==> src/verilog/fcr_pkg.sv <==
// Register map, field positions, reset values and state codes of the front-end control bank
package fcr_pkg;
  // ****************************************************************
  // Register offsets
  // ****************************************************************
  localparam logic [7:0] REG_INPUT_CTRL  = 8'h00;
  localparam logic [7:0] REG_GAIN_REF    = 8'h01;
  localparam logic [7:0] REG_MODE        = 8'h02;
  localparam logic [7:0] REG_FIXED_TUNE  = 8'h03;
  localparam logic [7:0] REG_OVERRIDES   = 8'h04;
  localparam logic [7:0] REG_OSC_COMB    = 8'h05;
  // ****************************************************************
  // Reset values
  // ****************************************************************
  localparam logic [7:0] RST_INPUT_CTRL  = 8'hF0;
  localparam logic [7:0] RST_GAIN_REF    = 8'h60;
  localparam logic [7:0] RST_MODE        = 8'hB2;
  localparam logic [7:0] RST_FIXED_TUNE  = 8'hC8;
  localparam logic [7:0] RST_OVERRIDES   = 8'h08;
  localparam logic [7:0] RST_OSC_COMB    = 8'h1A;
  // ****************************************************************
  // Field positions
  // ****************************************************************
  localparam int MSB_INVERT_BIT   = 7;
  localparam int PATH_SELECT_BIT  = 6;
  localparam int RATE_SELECT_BIT  = 5;
  localparam int PHASE_SELECT_BIT = 4;
  localparam int DC_BYPASS_BIT    = 3;
  localparam int DC_HOLD_BIT      = 2;
  localparam int GAIN_HOLD_BIT    = 1;
  localparam int GAIN_REF_WE_BIT  = 0;
  localparam int MODE_MSB         = 7;
  localparam int MODE_LSB         = 5;
  localparam int POL_WE_BIT       = 5;
  localparam int POL_VALUE_BIT    = 4;
  localparam int SYNC_REINIT_BIT  = 1;
  localparam int MODE_WE_BIT      = 0;
  localparam int OSC_SEL_MSB      = 7;
  localparam int OSC_SEL_LSB      = 6;
  localparam int COMB_WE_BIT      = 5;
  localparam int COMB_OFF_LOW_BIT = 4;
  localparam int COMB_HALF_BIT    = 3;
  localparam int NOCOMB_GAIN_MSB  = 2;
  localparam int NOCOMB_GAIN_LSB  = 1;
  // ****************************************************************
  // Codes and datapath constants
  // ****************************************************************
  localparam logic [1:0] OSC_SYMBOL_RATE = 2'h0;
  localparam logic [1:0] OSC_DOUBLE_RATE = 2'h1;
  localparam logic [7:0] GAIN_UNITY      = 8'h40;
  localparam int         GAIN_FRAC_BITS  = 6;
  localparam int         DC_SHIFT        = 6;
  localparam int         NOCOMB_FRAC     = 4;
  localparam logic [2:0] NOCOMB_EXTRA_00 = 3'h0;
  localparam logic [2:0] NOCOMB_EXTRA_01 = 3'h2;
  localparam logic [2:0] NOCOMB_EXTRA_10 = 3'h3;
  localparam logic [2:0] NOCOMB_EXTRA_11 = 3'h4;
  // Sync lock reinit sequencer
  typedef enum logic [2:0] {
    SYNC_IDLE   = 3'b001,
    SYNC_ARMED  = 3'b010,
    SYNC_FORCED = 3'b100
  } fcr_sync_state_type;
endpackage

==> src/verilog/fcr_clock_divider.sv <==
// Symbol-rate and converter clock generation from the oscillator phase
`timescale 1ns/1ps
module fcr_clock_divider (
  input  wire logic       clk,                 // Device clock
  input  wire logic       sys_rst,             // Synchronous reset, active high
  input  wire logic [1:0] osc_rate_select,     // Oscillator rate code
  input  wire logic       rate_select,         // 1 forces symbol-rate converter clock
  input  wire logic       phase_select,        // 0 inverts converter clock
  output logic            symbol_rate_clock,   // Symbol-rate clock
  output logic            converter_clock_out  // Converter clock
);
  typedef struct packed {
    logic [1:0] phase_cnt;
    logic       sym_clk;
    logic       conv_clk;
  } fcr_div_state_type;

  fcr_div_state_type st;
  fcr_div_state_type nxt;

  // Oscillator phase and derived clocks
  always_comb begin
    nxt           = st;
    nxt.phase_cnt = st.phase_cnt + 2'h1;
    // Symbol clock is the oscillator or half of it
    nxt.sym_clk   = (osc_rate_select == fcr_pkg::OSC_DOUBLE_RATE) ? nxt.phase_cnt[1]
                                                                  : nxt.phase_cnt[0];
    if (rate_select || osc_rate_select != fcr_pkg::OSC_DOUBLE_RATE) begin
      nxt.conv_clk = nxt.sym_clk;
    end else begin
      nxt.conv_clk = nxt.phase_cnt[0];
    end
    nxt.conv_clk = nxt.conv_clk ^ ~phase_select;
  end

  // State register
  always_ff @(posedge clk) begin
    if (sys_rst) begin
      st <= '0;
    end else begin
      st <= nxt;
    end
  end

  assign symbol_rate_clock   = st.sym_clk;
  assign converter_clock_out = st.conv_clk;
endmodule

==> src/verilog/fcr_frontend_control.sv <==
// Front-end control register bank with the synchronizer datapath it steers
`timescale 1ns/1ps
module fcr_frontend_control #(
  parameter int         W                 = 10,    // Sample width
  parameter int         COMB_DELAY        = 12,    // Comb filter tap distance
  parameter logic [7:0] GAIN_REF_INTERNAL = 8'h60  // Built-in AGC target
) (
  input  wire logic         clk,                      // Device clock
  input  wire logic         sys_rst,                  // Synchronous reset, active high
  input  wire logic         reg_wr_strobe,            // Register write pulse
  input  wire logic [7:0]   reg_wr_addr,              // Register address
  input  wire logic [7:0]   reg_wr_data,              // Register write data
  input  wire logic [W-1:0] ext_data_in,              // External sample pins
  input  wire logic [W-1:0] conv_data_in,             // Internal converter samples
  input  wire logic [2:0]   detected_mode,            // Internally detected mode
  input  wire logic         calc_polarity,            // Internally calculated polarity
  input  wire logic         comb_decision_low,        // Internal comb decision, 0 = on
  input  wire logic         sync_lock_internal_low,   // Internal sync lock, active low
  input  wire logic         field_sync,               // High during field sync
  output logic [W-1:0]      sample_out,               // Processed samples
  output logic [2:0]        modulation_mode,          // Effective mode
  output logic              polarity_out_true,        // Polarity pin
  output logic              polarity_out_inverted,    // Inverted polarity pin
  output logic              sync_lock_indication_low, // Sync lock, active low
  output logic              comb_active,              // Comb filter in use
  output logic              symbol_rate_clock,        // Symbol-rate clock
  output logic              converter_clock_out       // Converter clock
);
  localparam int ACC_W = W + fcr_pkg::DC_SHIFT;
  localparam int SAT_W = W + 9;
  localparam logic signed [SAT_W-1:0] MAXV = SAT_W'((1 << (W - 1)) - 1);
  localparam logic signed [SAT_W-1:0] MINV = SAT_W'(-(1 << (W - 1)));

  typedef struct packed {
    logic [7:0]                    r0;
    logic [7:0]                    r1;
    logic [7:0]                    r2;
    logic [7:0]                    r3;
    logic [7:0]                    r4;
    logic [7:0]                    r5;
    logic [W-1:0]                  ext_s1;
    logic [W-1:0]                  ext_s2;
    logic [W-1:0]                  conv_s1;
    logic [W-1:0]                  conv_s2;
    logic [W-1:0]                  in_reg;
    logic [ACC_W-1:0]              dc_acc;
    logic [W-1:0]                  dc_out;
    logic [7:0]                    gain;
    logic [W-1:0]                  agc_out;
    logic [W-1:0]                  pol_out;
    logic [COMB_DELAY-1:0][W-1:0]  comb_line;
    logic [W-1:0]                  sample;
    logic [2:0]                    mode;
    logic                          pol_true;
    logic                          pol_inv;
    logic                          comb_on;
    logic                          sync_low;
    fcr_pkg::fcr_sync_state_type   sync_state;
  } fcr_state_type;

  fcr_state_type st;
  fcr_state_type nxt;

  // ****************************************************************
  // Helper functions
  // ****************************************************************
  // Register write hit
  function automatic logic fcr_wr_hit(input logic [7:0] addr, input logic [7:0] offs);
    return reg_wr_strobe && (addr == offs);
  endfunction

  // Sign extension to the working width
  function automatic logic signed [SAT_W-1:0] fcr_sext(input logic [W-1:0] x);
    return {{(SAT_W - W){x[W-1]}}, x};
  endfunction

  // Clamp to sample range
  function automatic logic [W-1:0] fcr_sat(input logic signed [SAT_W-1:0] v);
    logic [W-1:0] r;
    if (v > MAXV) begin
      r = MAXV[W-1:0];
    end else if (v < MINV) begin
      r = MINV[W-1:0];
    end else begin
      r = v[W-1:0];
    end
    return r;
  endfunction

  // Non-comb gain, extra sixteenths above unity
  function automatic logic [2:0] fcr_nocomb_extra(input logic [1:0] sel);
    logic [2:0] k;
    case (sel)
      2'h0:    k = fcr_pkg::NOCOMB_EXTRA_00;
      2'h1:    k = fcr_pkg::NOCOMB_EXTRA_01;
      2'h2:    k = fcr_pkg::NOCOMB_EXTRA_10;
      default: k = fcr_pkg::NOCOMB_EXTRA_11;
    endcase
    return k;
  endfunction

  // ****************************************************************
  // Next-state logic
  // ****************************************************************
  logic                     path_ext;
  logic [W-1:0]             sel_data;
  logic signed [ACC_W-1:0]  dc_est_full;
  logic [W-1:0]             dc_est;
  logic signed [SAT_W-1:0]  prod;
  logic [W-1:0]             agc_mag;
  logic [7:0]               agc_target;
  logic [2:0]               mode_eff;
  logic                     pol_eff;
  logic                     comb_eff;
  logic signed [SAT_W-1:0]  comb_diff;
  logic signed [SAT_W-1:0]  nocomb_val;

  always_comb begin
    nxt = st;
    // Register writes
    if (fcr_wr_hit(reg_wr_addr, fcr_pkg::REG_INPUT_CTRL)) nxt.r0 = reg_wr_data;
    if (fcr_wr_hit(reg_wr_addr, fcr_pkg::REG_GAIN_REF))   nxt.r1 = reg_wr_data;
    if (fcr_wr_hit(reg_wr_addr, fcr_pkg::REG_MODE))       nxt.r2 = reg_wr_data;
    if (fcr_wr_hit(reg_wr_addr, fcr_pkg::REG_FIXED_TUNE)) nxt.r3 = reg_wr_data;
    if (fcr_wr_hit(reg_wr_addr, fcr_pkg::REG_OVERRIDES))  nxt.r4 = reg_wr_data;
    if (fcr_wr_hit(reg_wr_addr, fcr_pkg::REG_OSC_COMB))   nxt.r5 = reg_wr_data;

    // Two-stage capture of sample pins
    nxt.ext_s1  = ext_data_in;
    nxt.ext_s2  = st.ext_s1;
    nxt.conv_s1 = conv_data_in;
    nxt.conv_s2 = st.conv_s1;

    path_ext = ~st.r0[fcr_pkg::PATH_SELECT_BIT];
    sel_data = path_ext ? st.ext_s2 : st.conv_s2;
    nxt.in_reg = sel_data ^ {st.r0[fcr_pkg::MSB_INVERT_BIT], {(W - 1){1'b0}}};

    // DC estimate as a leaky average
    dc_est_full = $signed(st.dc_acc) >>> fcr_pkg::DC_SHIFT;
    dc_est      = dc_est_full[W-1:0];
    if (!st.r0[fcr_pkg::DC_HOLD_BIT]) begin
      nxt.dc_acc = st.dc_acc + ACC_W'(fcr_sext(st.in_reg)) - dc_est_full;
    end
    if (st.r0[fcr_pkg::DC_BYPASS_BIT]) begin
      nxt.dc_out = st.in_reg;
    end else begin
      nxt.dc_out = fcr_sat(fcr_sext(st.in_reg) - fcr_sext(dc_est));
    end

    // AGC gain stage, gain in 1/64 steps
    prod        = fcr_sext(st.dc_out) * $signed({{(SAT_W - 8){1'b0}}, st.gain});
    nxt.agc_out = fcr_sat(prod >>> fcr_pkg::GAIN_FRAC_BITS);
    agc_mag     = st.agc_out[W-1] ? (~st.agc_out + {{(W - 1){1'b0}}, 1'b1}) : st.agc_out;
    agc_target  = st.r0[fcr_pkg::GAIN_REF_WE_BIT] ? st.r1 : GAIN_REF_INTERNAL;
    if (!st.r0[fcr_pkg::GAIN_HOLD_BIT]) begin
      if (agc_mag > {{(W - 8){1'b0}}, agc_target} && st.gain != 8'h00) begin
        nxt.gain = st.gain - 8'h01;
      end else if (agc_mag < {{(W - 8){1'b0}}, agc_target} && st.gain != 8'hFF) begin
        nxt.gain = st.gain + 8'h01;
      end
    end

    pol_eff      = st.r4[fcr_pkg::POL_WE_BIT] ? st.r4[fcr_pkg::POL_VALUE_BIT] : calc_polarity;
    nxt.pol_true = pol_eff;
    nxt.pol_inv  = ~pol_eff;
    nxt.pol_out  = pol_eff ? fcr_sat(-fcr_sext(st.agc_out)) : st.agc_out;

    comb_eff    = st.r5[fcr_pkg::COMB_WE_BIT] ? ~st.r5[fcr_pkg::COMB_OFF_LOW_BIT]
                                              : ~comb_decision_low;
    nxt.comb_on = comb_eff;
    nxt.comb_line = {st.comb_line[COMB_DELAY-2:0], st.pol_out};
    comb_diff   = fcr_sext(st.pol_out) - fcr_sext(st.comb_line[COMB_DELAY-1]);
    nocomb_val  = ((fcr_sext(st.pol_out) <<< fcr_pkg::NOCOMB_FRAC)
                  + fcr_sext(st.pol_out)
                  * $signed({{(SAT_W - 3){1'b0}},
                             fcr_nocomb_extra(st.r5[fcr_pkg::NOCOMB_GAIN_MSB:
                                                    fcr_pkg::NOCOMB_GAIN_LSB])}))
                  >>> fcr_pkg::NOCOMB_FRAC;
    if (comb_eff) begin
      nxt.sample = st.r5[fcr_pkg::COMB_HALF_BIT] ? fcr_sat(comb_diff >>> 1) : fcr_sat(comb_diff);
    end else begin
      nxt.sample = fcr_sat(nocomb_val);
    end

    mode_eff = st.r4[fcr_pkg::MODE_WE_BIT] ? st.r2[fcr_pkg::MODE_MSB:fcr_pkg::MODE_LSB]
                                           : detected_mode;
    nxt.mode = mode_eff;

    case (st.sync_state)
      fcr_pkg::SYNC_IDLE: begin
        if (st.r4[fcr_pkg::SYNC_REINIT_BIT] && mode_eff != st.mode) begin
          nxt.sync_state = fcr_pkg::SYNC_ARMED;
        end
      end
      fcr_pkg::SYNC_ARMED: begin
        if (field_sync) begin
          nxt.sync_state = fcr_pkg::SYNC_FORCED;
        end
      end
      fcr_pkg::SYNC_FORCED: begin
        // A fresh mode change re-arms, so the forced low never lapses early
        if (st.r4[fcr_pkg::SYNC_REINIT_BIT] && mode_eff != st.mode) begin
          nxt.sync_state = fcr_pkg::SYNC_ARMED;
        end else if (!field_sync) begin
          nxt.sync_state = fcr_pkg::SYNC_IDLE;
        end
      end
      default: nxt.sync_state = fcr_pkg::SYNC_IDLE;
    endcase
    nxt.sync_low = (nxt.sync_state == fcr_pkg::SYNC_IDLE) ? sync_lock_internal_low : 1'b0;
  end

  // ****************************************************************
  // State register
  // ****************************************************************
  always_ff @(posedge clk) begin
    if (sys_rst) begin
      st            <= '0;
      st.r0         <= fcr_pkg::RST_INPUT_CTRL;
      st.r1         <= fcr_pkg::RST_GAIN_REF;
      st.r2         <= fcr_pkg::RST_MODE;
      st.r3         <= fcr_pkg::RST_FIXED_TUNE;
      st.r4         <= fcr_pkg::RST_OVERRIDES;
      st.r5         <= fcr_pkg::RST_OSC_COMB;
      st.gain       <= fcr_pkg::GAIN_UNITY;
      st.pol_inv    <= 1'b1;
      st.sync_low   <= 1'b1;
      st.sync_state <= fcr_pkg::SYNC_IDLE;
    end else begin
      st <= nxt;
    end
  end

  // Converter and symbol clocks
  fcr_clock_divider u_clock_divider (
    .clk                 (clk),
    .sys_rst             (sys_rst),
    .osc_rate_select     (st.r5[fcr_pkg::OSC_SEL_MSB:fcr_pkg::OSC_SEL_LSB]),
    .rate_select         (st.r0[fcr_pkg::RATE_SELECT_BIT]),
    .phase_select        (st.r0[fcr_pkg::PHASE_SELECT_BIT]),
    .symbol_rate_clock   (symbol_rate_clock),
    .converter_clock_out (converter_clock_out)
  );

  // Outputs straight from the state register
  assign sample_out               = st.sample;
  assign modulation_mode          = st.mode;
  assign polarity_out_true        = st.pol_true;
  assign polarity_out_inverted    = st.pol_inv;
  assign sync_lock_indication_low = st.sync_low;
  assign comb_active              = st.comb_on;
endmodule

==> config.mk <==
export PLATFORM = sky130hd
export DESIGN_NAME = fcr_frontend_control
export DESIGN_NICKNAME = d
export VERILOG_FILES = /design/src/verilog/fcr_pkg.sv /design/src/verilog/fcr_clock_divider.sv /design/src/verilog/fcr_frontend_control.sv
export SDC_FILE = /design/constraint.sdc
export NUM_CORES = 1
export LEC_CHECK = 0
export ABC_AREA = 1
export BUFFER_PORTS_ARGS = -buffer_cell sky130_fd_sc_hd__buf_2
export CAP_MARGIN = 20
export CELL_PAD_IN_SITES_DETAIL_PLACEMENT = 2
export CELL_PAD_IN_SITES_GLOBAL_PLACEMENT = 2
export CORE_AREA = 3 3 164 286
export CTS_BUF_LIST = sky130_fd_sc_hd__clkbuf_8
export DETAILED_ROUTE_END_ITERATION = 16
export DIE_AREA = 0 0 167 289
export GPL_ROUTABILITY_DRIVEN = 0
export GPL_TIMING_DRIVEN = 1
export PLACE_DENSITY_LB_ADDON = 0.1
export SKIP_LAST_GASP = 1
export SYNTH_ARGS = -nofsm -noshare
export SYNTH_HDL_FRONTEND = slang
export SYNTH_HIERARCHICAL = 1
export SYNTH_SLANG_ARGS = --single-unit
==> constraint.sdc <==
create_clock -name clk -period 5.79 [get_ports clk]
set_input_delay 0.8685 -clock clk [delete_from_list [all_inputs] [get_ports clk]]
set_output_delay 0.8685 -clock clk [all_outputs]
set_load 0.01 [all_outputs]
==> flow_metrics.py <==
metrics = {
    "layout": {
        "area_delta_synth_final_pct": 9.92,
        "drive_gt1_frac": 0.0890,
        "final_cell_mix": "585 x inv_1, 343 x nand2_1, 278 x dfxtp_1, 268 x nor2_1, 125 x a21oi_1",
        "final_common_cell": "inv_1",
        "layout.nets": 2553,
        "layout.cells.non_filler": 2903,
        "final_util": 0.413,
        "fin_area_um2": 18600,
        "fill_cells": 5297,
    },
    "clock_tree": {
        "cts_setup_buffers": 0,
        "cts_root_buffer": "clkbuf_8",
        "cts_resized": 0,
        "insertion_delay_ns": 0.60,
        "clockBufferDepth": 3,
        "h-tree-depth": 2,
        "clock_sink_count": 278,
        "cts_buffers": 43,
        "clkSlewWorstSetupHoldPaths_ns": 0.09,
        "cts_hold_buf": 0,
        "cts_tree": "yes",
    },
    "sta": {
        "hold_viol": 0,
        "max_slew.worst_pin.slew_ns": 1.02,
        "timing.setup.tns_ns": 0,
        "slew_headroom": 0.315,
        "fin_crit_ns": 5.13,
        "setup_viol": 0,
        "final.setup_skew_ns": 0.0399,
        "fmax_ghz": 0.195,
        "period_share": 0.887,
        "worst_hold_slack_ns": 0.398,
        "slew_violations": 0,
        "rsz0062_at_grt": "false",
    },
    "min_path": {
        "min_from": "nxt[58]",
        "hold_class": "reg -> reg",
    },
    "global_route": {
        "grt_usage": 0.222,
        "antenna_found_initial": 4,
        "grt_pass1_vias": 16528,
        "grt_pass1_wl_um": 85700,
        "grt_start_max_net_pins": 72,
        "overflow": 0,
    },
    "routing": {
        "vias_per_cell": 4.85,
        "vias": 14080,
        "wl_per_cell_um": 18.1,
        "dr.pass1.iters": 4,
        "ant_nets": 0,
        "drc_errors": 0,
        "drtIter0Drc": 464,
        "wl_um": 52600,
    },
    "synthesis": {
        "avgSynthCellArea_um2": 7.52,
        "syn_area_um2": 16900,
        "synth_top_cell_area_share": 0.329,
        "synth-seq-cells": 278,
        "synth_cell_types": 54,
        "syn_nets": 2508,
        "yosys_most_used_dff": "dfxtp_1",
        "yosysSeqAreaShare": 0.329,
        "synthArstFlopShare": 0,
        "yosysWarnings": 6,
        "synth_edf_count": 0,
        "yosys.area.top_type": "dfxtp_1",
        "synth_area_leaders": "dfxtp_1 33%, inv_1 13%, fa_1 12%, ha_1 8.1%, nand2_1 7.6%",
        "syn_inst": 2251,
    },
    "critical_path": {
        "crit_slowest_cell": "fa_1",
        "end_kind": "register",
        "cp_data_required_time_ns": 6.22,
        "crit_chain": "nand2_1 -> fa_1 -> inv_1 -> fa_1 -> inv_1 -> fa_1 -> fa_1 -> inv_1 -> ha_1 -> nand2_1 -> nor3_1 -> a21oi_1 -> nand2_1 -> nand2_1 -> nand2_4 -> inv_2 -> nand2_8 -> a21oi_2",
        "cp-start-kind": "register",
        "r2r_setup_slack_ns": 0.66,
        "crit_fanout": 13,
        "r2r_start": "st[160]",
        "arrival_ns": 5.57,
        "criticalPathCategory": "reg -> reg",
        "max_stage_delay_ns": 0.63,
        "crit_path_start": "st[160]",
    },
    "die": {
        "start_util": 0.376,
        "rows": 103,
        "die_h_um": 289,
        "core_area_um2": 45000,
        "dieArea_um2": 48300,
        "fp.dieW_um": 167,
        "num_io_pins": 65,
    },
    "placed_design": {
        "portBuffers": 64,
        "dp_hpwl_um": 42200,
        "place_inst": 2826,
        "dpl_cell_area_um2": 17600,
    },
    "power": {
        "p_per_area_nw_per_um2": 636,
        "peakVddDrop_mv": 0.305,
        "total_leakage_power_nw": 9.62,
    },
    "job": {
        "maxCapViolations": 0,
    },
    "status": {
        "status": "completed",
    },
}
==> Yosys cell counts (all sizes together) (3+ instances only) <==
library cell  count
nand2           372
a21o              3
o21bai            6
o21a              3
nor2            279
xor2             34
a21boi            3
nand4            12
dfxtp           278
ha              109
nor4              6
buf              21
xnor2            18
o211ai           18
o21ai           112
nand3b            5
fa              102
inv             582
clkbuf           47
a21oi           137
o31ai             6
nand3            63
or2               4
nor3             18
==> flip-flops by register name, indices dropped and copies added (netlist names) <==
name,cells
nxt,140
st,107
dc_est,10
sample_out,10
modulation_mode,3
u_clock_divider/st,2
comb_active,1
polarity_out_inverted,1
polarity_out_true,1
sync_lock_indication_low,1
u_clock_divider/converter_clock_out,1
u_clock_divider/symbol_rate_clock,1
==> power by group <==
part | total [mW] | internal (mW) | switching [mW]
combinational | 7.43 | 2.60 | 4.83
sequential | 2.56 | 2.19 | 0.374
clock | 1.84 | 1.01 | 0.825
total | 11.8 | 5.80 | 6.03
==> critical path: cells and delay by family, from the launching register on <==
| kind | cells | cell delay [ns] |
|---|---|---|
| and+or+nand+nor | 7 | 1.10 |
| AOI/OAI and AO/OA | 2 | 0.24 |
| adders and majority gates | 5 | 2.66 |
| buffers and inverters | 4 | 0.37 |
| DFF | 1 | 0.60 |
==> area by class of cell <==
cell class / instances / area [um^2] / share of cell area
well taps: 577 / 722 / 0.0388
diodes: 1 / 2.50 / 0.000135
repair buffers: 68 / 377 / 0.0203
clock buffers: 50 / 688 / 0.0370
flip-flops and latches: 278 / 5570 / 0.299
clock inverters: 24 / 243 / 0.0131
inverters: 584 / 2190 / 0.118
multi-input cells: 1321 / 8810 / 0.474
==> metrics by stage <==
stage / total power, mW / worst slack [ns]
2_1_floorplan: 8.07 / 1.17
3_3_place_gp: 9.74 / 0.822
3_5_place_dp: 10.1 / 0.596
4_1_cts: 12.1 / 0.578
5_1_grt: 13.2 / 0.268
6_report: 11.8 / 0.655
==> logic make-up (layout without fill, tap and decap cells) <==
family / count (synthesis) / count (layout) / share of synthesized area
AND/OR/NAND/NOR: 763 / 763 / 0.193
AO/OA/AOI/OAI: 294 / 294 / 0.0972
flip-flops: 278 / 278 / 0.329
multiplexers: 1 / 1 / 0.000592
adder cells (fa/ha/maj): 211 / 211 / 0.201
XOR/XNOR: 52 / 52 / 0.0280
buffers and inverters: 652 / 726 / 0.150
other: 0 / 1 / 0
==> worst paths after layout <==
path,endpoint,cells past startpoint
setup / recovery,st[151],18
setup reg to reg,st[151],18
hold / removal,nxt[68],2
hold reg to reg,nxt[68],2
==> layer usage <==
metal,global-route usage,up-vias,wire length [um]
met4,0.0828,0,2050
met2,0.487,159,32000
li1,-,6804,-
met3,0.0197,103,995
met1,0.203,7014,17500
met5,0,-,0
Note: power is estimated with default switching activity, not from simulation.
